==> src/hdl/rhmc_defines.svh <==
// Purpose: constants for the reset and halt-mode control block
// Assumes: core clock pclk at 25 MHz, apb register access
// Notes:   offsets are byte addresses of 32-bit aligned words
// Operation
// RULE1 - While the fundamental reset input is low, all internal logic is held in reset.
// RULE2 - Asserting the fundamental reset also starts a link fundamental reset on the ports.
// RULE3 - A reset-halt strap seen at reset makes the device finish reset then stay held.
// RULE4 - While held, both the master and slave management buses keep working.
// RULE5 - The hold ends only when a bus master clears the halt bit in the switch control register.
// RULE6 - Mode code 0 is normal, 1 is normal after eeprom load, 2 and up are reserved.
// RULE7 - The system keeps the mode straps stable after the fundamental reset is released.
// RULE8 - In eeprom mode the master bus addresses the eeprom at the address given by its straps.
// RULE9 - Reset release is synchronised to the core clock and straps are latched on it.
`ifndef RHMC_DEFINES_SVH
`define RHMC_DEFINES_SVH
`define RHMC_OFF_SWITCH_CONTROL_REG      12'h000
`define RHMC_OFF_STATUS     12'h004
`define RHMC_OFF_STRAPS     12'h008
`define RHMC_BIT_HALT       0
`define RHMC_MODE_NORMAL    4'h0
`define RHMC_MODE_EEPROM    4'h1
`define RHMC_LINK_RST_NS    1000
`define RHMC_CLK_NS         40
`define RHMC_LINK_RST_CYC   ((`RHMC_LINK_RST_NS + `RHMC_CLK_NS - 1) / `RHMC_CLK_NS)
`define RHMC_EE_TIMEOUT_CYC 64
`endif

==> src/hdl/rhmc_pkg.sv <==
// Purpose: types for the reset and halt-mode control block
// Assumes: nothing
// Notes:   state codes are gray along the eeprom boot path
package rhmc_pkg;
  typedef enum logic [2:0]
  {
    rhmc_st_link_rst = 3'h0,
    rhmc_st_ee_load  = 3'h1,
    rhmc_st_halt     = 3'h3,
    rhmc_st_run      = 3'h2
  } rhmc_state_e;

  typedef struct packed
  {
    logic       halt;
    logic [3:0] mode;
    logic [3:0] ee_addr;
  } rhmc_straps_s;
endpackage

==> src/hdl/rhmc_reset_halt_mode_control.sv <==
// Purpose: reset sequencing, halt-after-reset and boot mode control
// Assumes: apb master on pclk; straps static after reset release
// Notes:   eeprom load itself lives elsewhere; this block starts it and waits
`include "rhmc_defines.svh"
`timescale 1ns/100ps
`default_nettype none
module rhmc_reset_halt_mode_control
  import rhmc_pkg::*;
#(
  parameter int LINK_RST_CYC = `RHMC_LINK_RST_CYC
)
(
  input  wire logic        pclk,
  input  wire logic        presetn,
  input  wire logic        psel,
  input  wire logic        penable,
  input  wire logic        pwrite,
  input  wire logic [11:0] paddr,
  input  wire logic [31:0] pwdata,
  output logic      [31:0] prdata,
  output logic             pready,
  output logic             pslverr,
  input  wire logic        reset_halt,
  input  wire logic [3:0]  switch_mode_select,
  input  wire logic [3:0]  eeprom_bus_address_straps,
  input  wire logic        eeprom_load_done,
  output logic             core_reset_n,
  output logic             link_fundamental_reset,
  output logic             mgmt_bus_enable,
  output logic             eeprom_load_start,
  output logic [3:0]       eeprom_bus_address,
  output logic             mode_reserved
);

  // the count must fit the 16-bit counter and give at least one cycle
  if (LINK_RST_CYC < 1 || LINK_RST_CYC > 65535)
  begin
    $error("link reset count out of range");
  end

  // ==========================================================
  // reset release synchroniser
  // ==========================================================
  logic [2:0] rst_sync;
  logic [2:0] next_rst_sync;
  logic       rel_pulse;
  logic       rel_done;
  logic       next_rel_done;

  always_comb
  begin
    next_rst_sync = {rst_sync[1:0], 1'b1}; // RULE9
    next_rel_done = rel_done | rel_pulse;
  end

  always_ff @(posedge pclk or negedge presetn)
  begin
    if (!presetn)
    begin
      rst_sync <= 3'h0; // RULE1
      rel_done <= 1'b0;
    end
    else
    begin
      rst_sync <= next_rst_sync;
      rel_done <= next_rel_done;
    end
  end

  // one pulse once the second and third stages both read one; rel_done blocks repeats
  assign rel_pulse = rst_sync[2] && rst_sync[1] && !rel_done;

  // ==========================================================
  // strap pin synchroniser
  // ==========================================================
  // straps come from pins outside pclk: three flops, and a change
  // is only believed once the second and third stages agree
  rhmc_straps_s pin_straps;
  rhmc_straps_s strap_s1;
  rhmc_straps_s strap_s2;
  rhmc_straps_s strap_s3;
  rhmc_straps_s strap_stable;
  rhmc_straps_s strap_now;
  rhmc_straps_s next_strap_s1;
  rhmc_straps_s next_strap_s2;
  rhmc_straps_s next_strap_s3;
  rhmc_straps_s next_strap_stable;

  assign pin_straps = {reset_halt, switch_mode_select, eeprom_bus_address_straps};
  assign strap_now  = (strap_s2 == strap_s3) ? strap_s3 : strap_stable;

  always_comb
  begin
    next_strap_s1     = pin_straps;
    next_strap_s2     = strap_s1;
    next_strap_s3     = strap_s2;
    next_strap_stable = strap_now;
  end

  always_ff @(posedge pclk or negedge presetn)
  begin
    if (!presetn)
    begin
      strap_s1     <= '0; // RULE1
      strap_s2     <= '0;
      strap_s3     <= '0;
      strap_stable <= '0;
    end
    else
    begin
      strap_s1     <= next_strap_s1;
      strap_s2     <= next_strap_s2;
      strap_s3     <= next_strap_s3;
      strap_stable <= next_strap_stable;
    end
  end

  // ==========================================================
  // strap capture on the synchronised release
  // ==========================================================
  rhmc_straps_s straps;
  rhmc_straps_s next_straps;

  always_comb
  begin
    next_straps = straps;
    if (rel_pulse)
      next_straps = strap_now; // RULE9
  end

  always_ff @(posedge pclk or negedge presetn)
  begin
    if (!presetn)
      straps <= '0;
    else
      straps <= next_straps;
  end

  // ==========================================================
  // sequencer
  // ==========================================================
  rhmc_state_e state;
  rhmc_state_e next_state;
  logic [15:0] cnt;
  logic [15:0] next_cnt;
  logic        halt_bit;
  logic        next_halt_bit;
  logic        wr_ctl;

  // halt bit: the strap capture wins over a write in the same cycle
  assign wr_ctl = psel && penable && pwrite && (paddr == `RHMC_OFF_SWITCH_CONTROL_REG);

  always_comb
  begin
    next_state    = state;
    next_cnt      = cnt;
    next_halt_bit = halt_bit;
    if (rel_pulse)
      next_halt_bit = strap_now.halt; // RULE3
    else if (wr_ctl)
      next_halt_bit = pwdata[`RHMC_BIT_HALT]; // RULE5
    case (state)
      rhmc_st_link_rst:
      begin
        // cnt only runs after release, so the link reset also spans the sync delay
        if (rel_done && cnt != LINK_RST_CYC[15:0])
          next_cnt = cnt + 16'h1; // RULE2
        else if (rel_done)
        begin
          // reserved modes fall through to the normal path
          if (straps.mode == `RHMC_MODE_EEPROM)
            next_state = rhmc_st_ee_load; // RULE6
          else
            next_state = rhmc_st_halt;
        end
      end
      rhmc_st_ee_load:
      begin
        // the loader sits outside this block and reports when it is finished
        if (eeprom_load_done)
          next_state = rhmc_st_halt; // RULE8
      end
      rhmc_st_halt:
      begin
        if (!halt_bit)
          next_state = rhmc_st_run; // RULE5
      end
      default:
        next_state = rhmc_st_run;
    endcase
  end

  always_ff @(posedge pclk or negedge presetn)
  begin
    if (!presetn)
    begin
      state    <= rhmc_st_link_rst; // RULE1
      cnt      <= 16'h0;
      halt_bit <= 1'b0;
    end
    else
    begin
      state    <= next_state;
      cnt      <= next_cnt;
      halt_bit <= next_halt_bit;
    end
  end

  // these outputs decode the state register or the captured straps, never the bus
  assign link_fundamental_reset = (state == rhmc_st_link_rst); // RULE2
  assign core_reset_n           = (state == rhmc_st_run); // RULE3
  assign mgmt_bus_enable        = (state != rhmc_st_link_rst); // RULE4
  assign eeprom_load_start      = (state == rhmc_st_ee_load); // RULE8
  assign eeprom_bus_address     = straps.ee_addr; // RULE8
  assign mode_reserved          = rel_done && (straps.mode > `RHMC_MODE_EEPROM); // RULE6

  // ==========================================================
  // apb slave
  // ==========================================================
  // zero wait states; read data is captured in the setup cycle
  logic [31:0] next_prdata;

  function automatic logic reg_known(input logic [11:0] addr);
    reg_known = (addr == `RHMC_OFF_SWITCH_CONTROL_REG) || (addr == `RHMC_OFF_STATUS)
                || (addr == `RHMC_OFF_STRAPS);
  endfunction

  always_comb
  begin
    // unmapped reads return zero alongside pslverr
    next_prdata = 32'h0;
    if (paddr == `RHMC_OFF_SWITCH_CONTROL_REG)
      next_prdata = {31'h0, halt_bit};
    else if (paddr == `RHMC_OFF_STATUS)
      next_prdata = {26'h0, mode_reserved, core_reset_n, 1'b0, state};
    else if (paddr == `RHMC_OFF_STRAPS)
      next_prdata = {23'h0, straps};
  end

  always_ff @(posedge pclk or negedge presetn)
  begin
    if (!presetn)
      prdata <= 32'h0;
    else if (psel && !penable && !pwrite)
      prdata <= next_prdata;
  end

  assign pready  = 1'b1;
  assign pslverr = psel && penable && !reg_known(paddr);

  // ==========================================================
  // checks
  // ==========================================================
  // properties below only run outside reset
  chk_link_pending: assert property (@(posedge pclk) disable iff (!presetn) // RULE2
    !rel_done |-> link_fundamental_reset)
    else $error("link reset dropped before release");
  chk_core_held: assert property (@(posedge pclk) disable iff (!presetn) // RULE1
    !rel_done |-> !core_reset_n && !mgmt_bus_enable)
    else $error("core or bus active before release");
  chk_halt_capture: assert property (@(posedge pclk) disable iff (!presetn) // RULE3
    rel_pulse |=> halt_bit == $past(strap_now.halt))
    else $error("halt strap not captured");
  chk_ee_wait: assert property (@(posedge pclk) disable iff (!presetn) // RULE8
    (state == rhmc_st_ee_load && !eeprom_load_done) |=> state == rhmc_st_ee_load)
    else $error("eeprom load left early");
  chk_rsv_normal: assert property (@(posedge pclk) disable iff (!presetn) // RULE6
    (rel_done && straps.mode != `RHMC_MODE_EEPROM) |-> state != rhmc_st_ee_load)
    else $error("eeprom load in non-eeprom mode");
  chk_reset_link: assert property (@(posedge pclk) disable iff (!presetn) // RULE2
    $rose(rel_done) |-> link_fundamental_reset[*2])
    else $error("link reset not held after release");
  chk_halt_hold: assert property (@(posedge pclk) disable iff (!presetn) // RULE3
    (state == rhmc_st_halt && halt_bit) |=> !core_reset_n)
    else $error("core released while halted");
  chk_mgmt_active: assert property (@(posedge pclk) disable iff (!presetn) // RULE4
    (state == rhmc_st_halt) |-> mgmt_bus_enable)
    else $error("management bus off while halted");
  chk_halt_exit: assert property (@(posedge pclk) disable iff (!presetn) // RULE5
    (state == rhmc_st_halt && !halt_bit) |=> core_reset_n)
    else $error("halt exit missed");
  chk_run_cause: assert property (@(posedge pclk) disable iff (!presetn) // RULE5
    $rose(core_reset_n) |-> $past(state == rhmc_st_halt) && !$past(halt_bit))
    else $error("run entered without halt clear");
  chk_mode_ee: assert property (@(posedge pclk) disable iff (!presetn) // RULE6
    (state == rhmc_st_ee_load) |-> straps.mode == `RHMC_MODE_EEPROM)
    else $error("eeprom load in wrong mode");
  chk_ee_addr: assert property (@(posedge pclk) disable iff (!presetn) // RULE8
    $rose(rel_done) |=> eeprom_bus_address == $past(eeprom_bus_address_straps, 2))
    else $error("eeprom address not latched");
  chk_sync_release: assert property (@(posedge pclk) disable iff (!presetn) // RULE9
    $rose(rel_done) |-> $past(rst_sync[2]) && $past(rst_sync[1]))
    else $error("release not synchronised");
  // coverage of the main boot paths
  cov_wr_clear: cover property (@(posedge pclk) disable iff (!presetn)
    state == rhmc_st_halt && wr_ctl && !pwdata[`RHMC_BIT_HALT]);
  cov_halt: cover property (@(posedge pclk) disable iff (!presetn)
    state == rhmc_st_halt ##1 state == rhmc_st_run);
  cov_ee: cover property (@(posedge pclk) disable iff (!presetn)
    state == rhmc_st_ee_load ##1 state == rhmc_st_halt);
  cov_rsv: cover property (@(posedge pclk) disable iff (!presetn) mode_reserved);

endmodule
`default_nettype wire

==> config.mk <==
export PLATFORM = sky130hd
export DESIGN_NAME = rhmc_reset_halt_mode_control
export DESIGN_NICKNAME = d
export VERILOG_FILES = /design/src/hdl/rhmc_pkg.sv /design/src/hdl/rhmc_reset_halt_mode_control.sv
export VERILOG_INCLUDE_DIRS = /design/src /design/src/hdl
export SDC_FILE = /design/constraint.sdc
export NUM_CORES = 1
export LEC_CHECK = 0
export BUFFER_PORTS_ARGS = -buffer_cell sky130_fd_sc_hd__buf_2
export CORE_MARGIN = 2
export CORE_UTILIZATION = 40
export CTS_CLUSTER_DIAMETER = 80
export CTS_CLUSTER_SIZE = 20
export DETAILED_ROUTE_END_ITERATION = 6
export HOLD_SLACK_MARGIN = 0.06
export PLACE_DENSITY = 0.74
export SLEW_MARGIN = 20
export SYNTH_ARGS = -nofsm -noshare
export SYNTH_HDL_FRONTEND = slang
export SYNTH_SLANG_ARGS = --single-unit
export TNS_END_PERCENT = 100
==> constraint.sdc <==
create_clock -name pclk -period 1.8 [get_ports pclk]
set_clock_uncertainty 0.1 [all_clocks]
set_input_delay 0 -clock pclk [delete_from_list [all_inputs] [get_ports pclk]]
set_output_delay 0 -clock pclk [all_outputs]
set_load 0.005 [all_outputs]
; ---- Yosys cells after proc, flatten, opt, wreduce, memory -nomap -nowiden
; Index checks and enable logic that the tools add are counted.
[word_totals]
regBits = 101
elab_cells = 70
[op_classes]
add_sub_neg = 1
n_lt_le_gt_ge = 1
eq_ne = 12
mux = 12
n_bitwise = 1
n_reduce_logical = 22
[ops]
columns = cell, count
row1 = 32-bit two-way mux, 2
row2 = 9-bit two-way mux, 2
row3 = 16-bit by 1-bit adder with 16-bit output (second input constant), 1
row4 = 16-bit by 5-bit inequality test with 1-bit output (second input constant), 1
row5 = 12-bit by 3-bit == test with 1-bit output (second input constant), 1
row6 = 12-bit by 4-bit == test with 1-bit output (second input constant), 1
row7 = 12-bit zero test, 1
row8 = 3-bit two-way mux, 4
row9 = 1-bit logical AND, 10
row10 = 9-bit == test, 1
row11 = 3-bit case mux with 3 select lines, 1
row12 = 3-bit by 2-bit == test with 1-bit output (second input constant), 2
row13 = 2-bit inequality test (second input constant), 3
row14 = 4-bit by 1-bit == test with 1-bit output (second input constant), 1
row15 = 4-bit by 1-bit greater-than comparator with 1-bit output (second input constant), 1
row16 = 1-bit zero test, 4
row17 = 4-bit AND reduction, 1
row18 = 3-bit by 1-bit == test with 1-bit output (second input constant), 1
row19 = 3-bit zero test, 1
row20 = 3-bit nonzero test, 1
row21 = 1-bit logical OR, 2
row22 = 1-bit two-way mux, 2
row23 = 2-bit two-way mux, 1
row24 = 2-bit by 1-bit inequality test with 1-bit output (second input constant), 1
row25 = other kinds (3), 3

; ---- Logic depth before layout (Yosys ltp)
[depth]
word_depth = 5
depth_mapped = 6

; ---- Least setup slack after synthesis
; No wires, ideal clock.
[synth_timing]
kind = reg-to-reg
startpoint = register strap_s2 (netlist bit next_strap_s3[7])
endpoint = register straps (netlist bit eeprom_bus_address[0])
setup_ns = 0.125
arrival_time_ns = 1.650
setup_slack_ns = -0.074
stages_incl_launch_ff = 6
n_path_buf = 0
path_cell_list = dfrtp_1 > xor2_1 > nor4_2 > nand4_4 > mux2_2 > mux2_2
[synth_lines]
columns = element, line
row1 = "start, declared", rhmc_reset_halt_mode_control.sv:80  ; rhmc_straps_s strap_s2;
row2 = "start signal, assigned", rhmc_reset_halt_mode_control.sv:112  ; strap_s2 <= next_strap_s2;
row3 = "end signal, assigned", rhmc_reset_halt_mode_control.sv:136  ; straps <= next_straps;
row4 = "end, declared", rhmc_reset_halt_mode_control.sv:121  ; rhmc_straps_s straps;

==> flow_summary_export.csv <==
group,metric,value,unit
synthesis,post_synth_fa_ha_maj_area_fraction,0.798,%
clocking,tritoncts,"built",
clocking,cts-buffers-inserted,9,
floorplanning,chipHeight,92.6,um
setup_path,worst_ep_arrival_time,2120,ps
detailed_routing,detail_route.iter0.violations,94,
clocking,worstSkewPairLatency,340,ps
sta,timing.fmax,500,MHz
finish,fin_cells,455,
synthesis,synth-edff-count,0,
sta,post_route_minimum_period,2000,ps
synthesis,syn-mean-instance-area,12.3,um^2
power,power-per-cell-area,826,mW/mm^2
finish,area_overhead_of_the_layout_relative_to_synthesis,29.2,%
power,vdd.ir_drop.worst,0.310,mV
detailed_routing,drt-pass1-iter-count,4,
synthesis,ys_ff_latch,77,
setup_path,timing.critical_path.required,1930,ps
clocking,clock_path_buffers,2,
global_routing,gr_layer_usage_met3,3.58,%
setup_path,crit_path_max_fanout,5,
detailed_routing,vias_per_cell,4.54,
floorplanning,core_region_area,0.00765,mm^2
clocking,cts.sinks,77,
placed_design,placed_cell_area,0.00349,mm^2
sta,hold_viol_final,1,
sta,timing_worst_slew_pin_value,510,ps
global_routing,global_routing_usage_summed_across_all_routing_layers,13.8,%
clocking,path_clk_slew,80,ps
sta,share_of_the_clock_period_used_by_the_worst_path_after_layout,111,%
synthesis,synth_compound_gate_area_share,4.15,%
synthesis,synthFlopType,"sky130_fd_sc_hd__dfrtp_1",
sta,post-route-worst-setup-slack,-198,ps
placed_design,gp_congestion,0.804,
global_routing,met1_usage,18.3,%
placed_design,io_buffers,46,
floorplanning,io_pins,102,
synthesis,synth.lib_cells_used.distinct,32,
floorplanning,area_of_the_die,0.00857,mm^2
synthesis,yosys_warnings,0,
status,violations,"negative hold slack, negative setup slack",
placed_design,dpl.hpwl,3690,um
sta,totalNegativeSetupSlack,-1970,ps
setup_path,endpoint_kind,"flip-flop",
sta,holdWs,-27.6,ps
floorplanning,site_row_count,32,
synthesis,synth_area,0.00314,mm^2
global_routing,busiest_layer,"met2",
floorplanning,chipWidth,92.6,um
synthesis,parity_gate_share_of_the_synthesized_area_counting_xor_and_xnor_cells,6.42,%
detailed_routing,drt-wirelength-per-cell,12.5,um
synthesis,synthSimpleGateAreaFrac,12.0,%
global_routing,grt_start_max_net_pins,54,
clocking,cts_max_level,3,
setup_path,worst_setup_path_category,"flip-flop to flip-flop",
finish,layout-drive-gt1-share,31.4,%
floorplanning,floorplan.initialDensity,41.0,%
sta,report.final.slew_viol_count,0,
synthesis,postSynth.asyncResetShare,100,%
finish,fillers,662,
synthesis,syn-instance-count,255,
sta,slew_headroom,66.0,%
detailed_routing,detail_route.drc_violations,0,
global_routing,grt.overflow.total,0,
detailed_routing,detail_route.wirelength,5700,um
global_routing,number_of_global_route_vias_before_repair,1960,
sta,timing.final.setup_violations,15,
finish,stdcell_area,0.00405,mm^2
synthesis,synth_mux_area_share,7.14,%
sta,grt_setup_unrepaired,"true",
finish,diodes,0,
setup_path,crit_path_start_kind,"flip-flop",
power,power_leakage,2.00,nW
flow_run,cap_violations,0,
clocking,cts_root_buffer,"sky130_fd_sc_hd__clkbuf_8",
global_routing,groute.layer.met2.usage,21.3,%
global_routing,grt_pass1_wl,9150,um
detailed_routing,via_count,2066,
detailed_routing,antenna_violating_nets_post_route,0,
placed_design,place_inst,411,
worst_hold_path,worst_hold_path_type,"input port to flip-flop",
global_routing,number_of_antenna_violations_at_the_first_check_in_global_routing,0,
finish,finalNetCount,410,
status,outcome,"complete, but fails checks",
synthesis,synth_top_family_by_area,"simple AND/OR/NAND/NOR gates",
synthesis,ys_seq_area_share,61.4,%
## cell usage after synthesis, types with 3 or more instances
cell type	count	area share (%)
sky130_fd_sc_hd__a21oi_1	3	0.48
sky130_fd_sc_hd__nand2_1	21	2.5
sky130_fd_sc_hd__xor2_1	11	3.1
sky130_fd_sc_hd__dfrtp_1	77	61
sky130_fd_sc_hd__a22oi_1	3	0.72
sky130_fd_sc_hd__buf_4	28	6.7
sky130_fd_sc_hd__nor4_1	5	1.0
sky130_fd_sc_hd__xnor2_1	12	3.4
sky130_fd_sc_hd__mux2_2	15	5.4
sky130_fd_sc_hd__nor2b_1	4	0.80
sky130_fd_sc_hd__and3_1	7	1.4
sky130_fd_sc_hd__nand3_1	11	1.8
sky130_fd_sc_hd__inv_1	6	0.72
sky130_fd_sc_hd__o21ai_0	7	1.1
sky130_fd_sc_hd__mux2i_1	4	1.3
sky130_fd_sc_hd__clkbuf_1	3	0.36
sky130_fd_sc_hd__nor2_1	13	1.6
sky130_fd_sc_hd__o31ai_1	4	0.96
sky130_fd_sc_hd__nor3_1	4	0.64
## per-layer routing
layer	vias up	share of wire [%]
li1	1007	-
met1	992	46
met2	54	48
met3	13	4.4
met4	0	2.1
met5	-	0
## where the power goes
part	internal, W	switching [W]
logic	0.000110	0.000116
registers	0.00179	0.0000312
clock network	0.000672	0.000629
total	0.00257	0.000776
## cell families (layout without fill, tap and decap cells)
group | Yosys count | after routing
multiplexers | 20 | 20
flip-flops | 77 | 77
AND/OR/NAND/NOR | 73 | 74
buffers and inverters | 37 | 111
AO/OA/AOI/OAI | 21 | 21
adder cells (fa/ha/maj) | 2 | 2
XOR/XNOR | 23 | 23
other | 2 | 25
## stage by stage
stage / power (W) / util [%] / setup slack (ps) / hold WS, ps
final: 0.00335 / 53.0 / -198 / -27.6
after global routing: 0.00348 / 53.0 / -273 / 8.83
after CTS: 0.00336 / 51.7 / -213 / 86.6
after detailed placement: 0.00203 / 45.7 / -215 / -181
after global placement: 0.00202 / 45.7 / -146 / -180
after floorplan: 0.00197 / - / -69.0 / -396
## final timing paths
check                                 start                to  slack (ps)  cells after the start
setup / recovery           next_strap_s3[2]         straps[4]        -200                      6
hold / removal                     paddr[7]         prdata[4]         -30                      5
setup reg to reg           next_strap_s3[2]         straps[4]        -200                      6
hold reg to reg            next_strap_s2[0]  next_strap_s3[0]         250                      0
max in group asynchronous           presetn  next_strap_s2[1]        1070                      3
min in group asynchronous           presetn         prdata[3]          70                      3
## area by class of cell
| cell class | count | area (um^2) | area share [%] |
|---|---|---|---|
| well taps | 102 | 128 | 3.15 |
| clock inverters | 5 | 61.3 | 1.51 |
| flip-flops and latches | 77 | 1930 | 47.5 |
| inverters | 6 | 22.5 | 0.556 |
| clock buffers | 10 | 138 | 3.40 |
| repair buffers | 90 | 634 | 15.6 |
| multi-input cells | 165 | 1140 | 28.2 |
## timing repair
item | CTS | global route
hold buffers | 22 | 3
hold endpoints to repair | 92 | 1
cloned | 1 | 0
setup buffers | 0 | 4
resized for setup | 5 | 11
pin swaps | 3 | 8
setup endpoints to repair | 16 | 31
## critical path, stage by stage, from the launching register on
cell                      delay (ps)
sky130_fd_sc_hd__dfrtp_1         390
sky130_fd_sc_hd__xor2_1          190
sky130_fd_sc_hd__nor4_4          270
sky130_fd_sc_hd__buf_4           170
sky130_fd_sc_hd__nand4_4         160
sky130_fd_sc_hd__mux2_2          330
sky130_fd_sc_hd__mux2_2          260
## state kept, by name, summed over array words and instances, names as in the netlist, 3 cells and up
register            cells
cnt                    16
eeprom_bus_address      4
next_strap_s2           9
next_strap_s3           9
prdata                  9
rst_sync                3
strap_s3                9
strap_stable            9
straps                  5
## cell usage in the layout (no fill, tap or decap), types with 3 or more instances in the layout
master                          instances
sky130_fd_sc_hd__inv_1                  6
sky130_fd_sc_hd__nor2b_1                4
sky130_fd_sc_hd__o21ai_0                6
sky130_fd_sc_hd__nor2_1                12
sky130_fd_sc_hd__nand3_1               10
sky130_fd_sc_hd__buf_4                 19
sky130_fd_sc_hd__mux2_2                15
sky130_fd_sc_hd__nor4_1                 3
sky130_fd_sc_hd__clkinvlp_4             3
sky130_fd_sc_hd__a21oi_1                3
sky130_fd_sc_hd__clkbuf_8              10
sky130_fd_sc_hd__and3_1                 7
sky130_fd_sc_hd__dlygate4sd3_1         23
sky130_fd_sc_hd__dfrtp_1               77
sky130_fd_sc_hd__xor2_1                11
sky130_fd_sc_hd__buf_2                 46
sky130_fd_sc_hd__nor3_1                 3
sky130_fd_sc_hd__nand2_1               19
sky130_fd_sc_hd__mux2i_1                3
sky130_fd_sc_hd__xnor2_1               11
sky130_fd_sc_hd__conb_1                25
sky130_fd_sc_hd__a22oi_1                3
sky130_fd_sc_hd__o31ai_1                4
(Power assumes the default switching activity.)
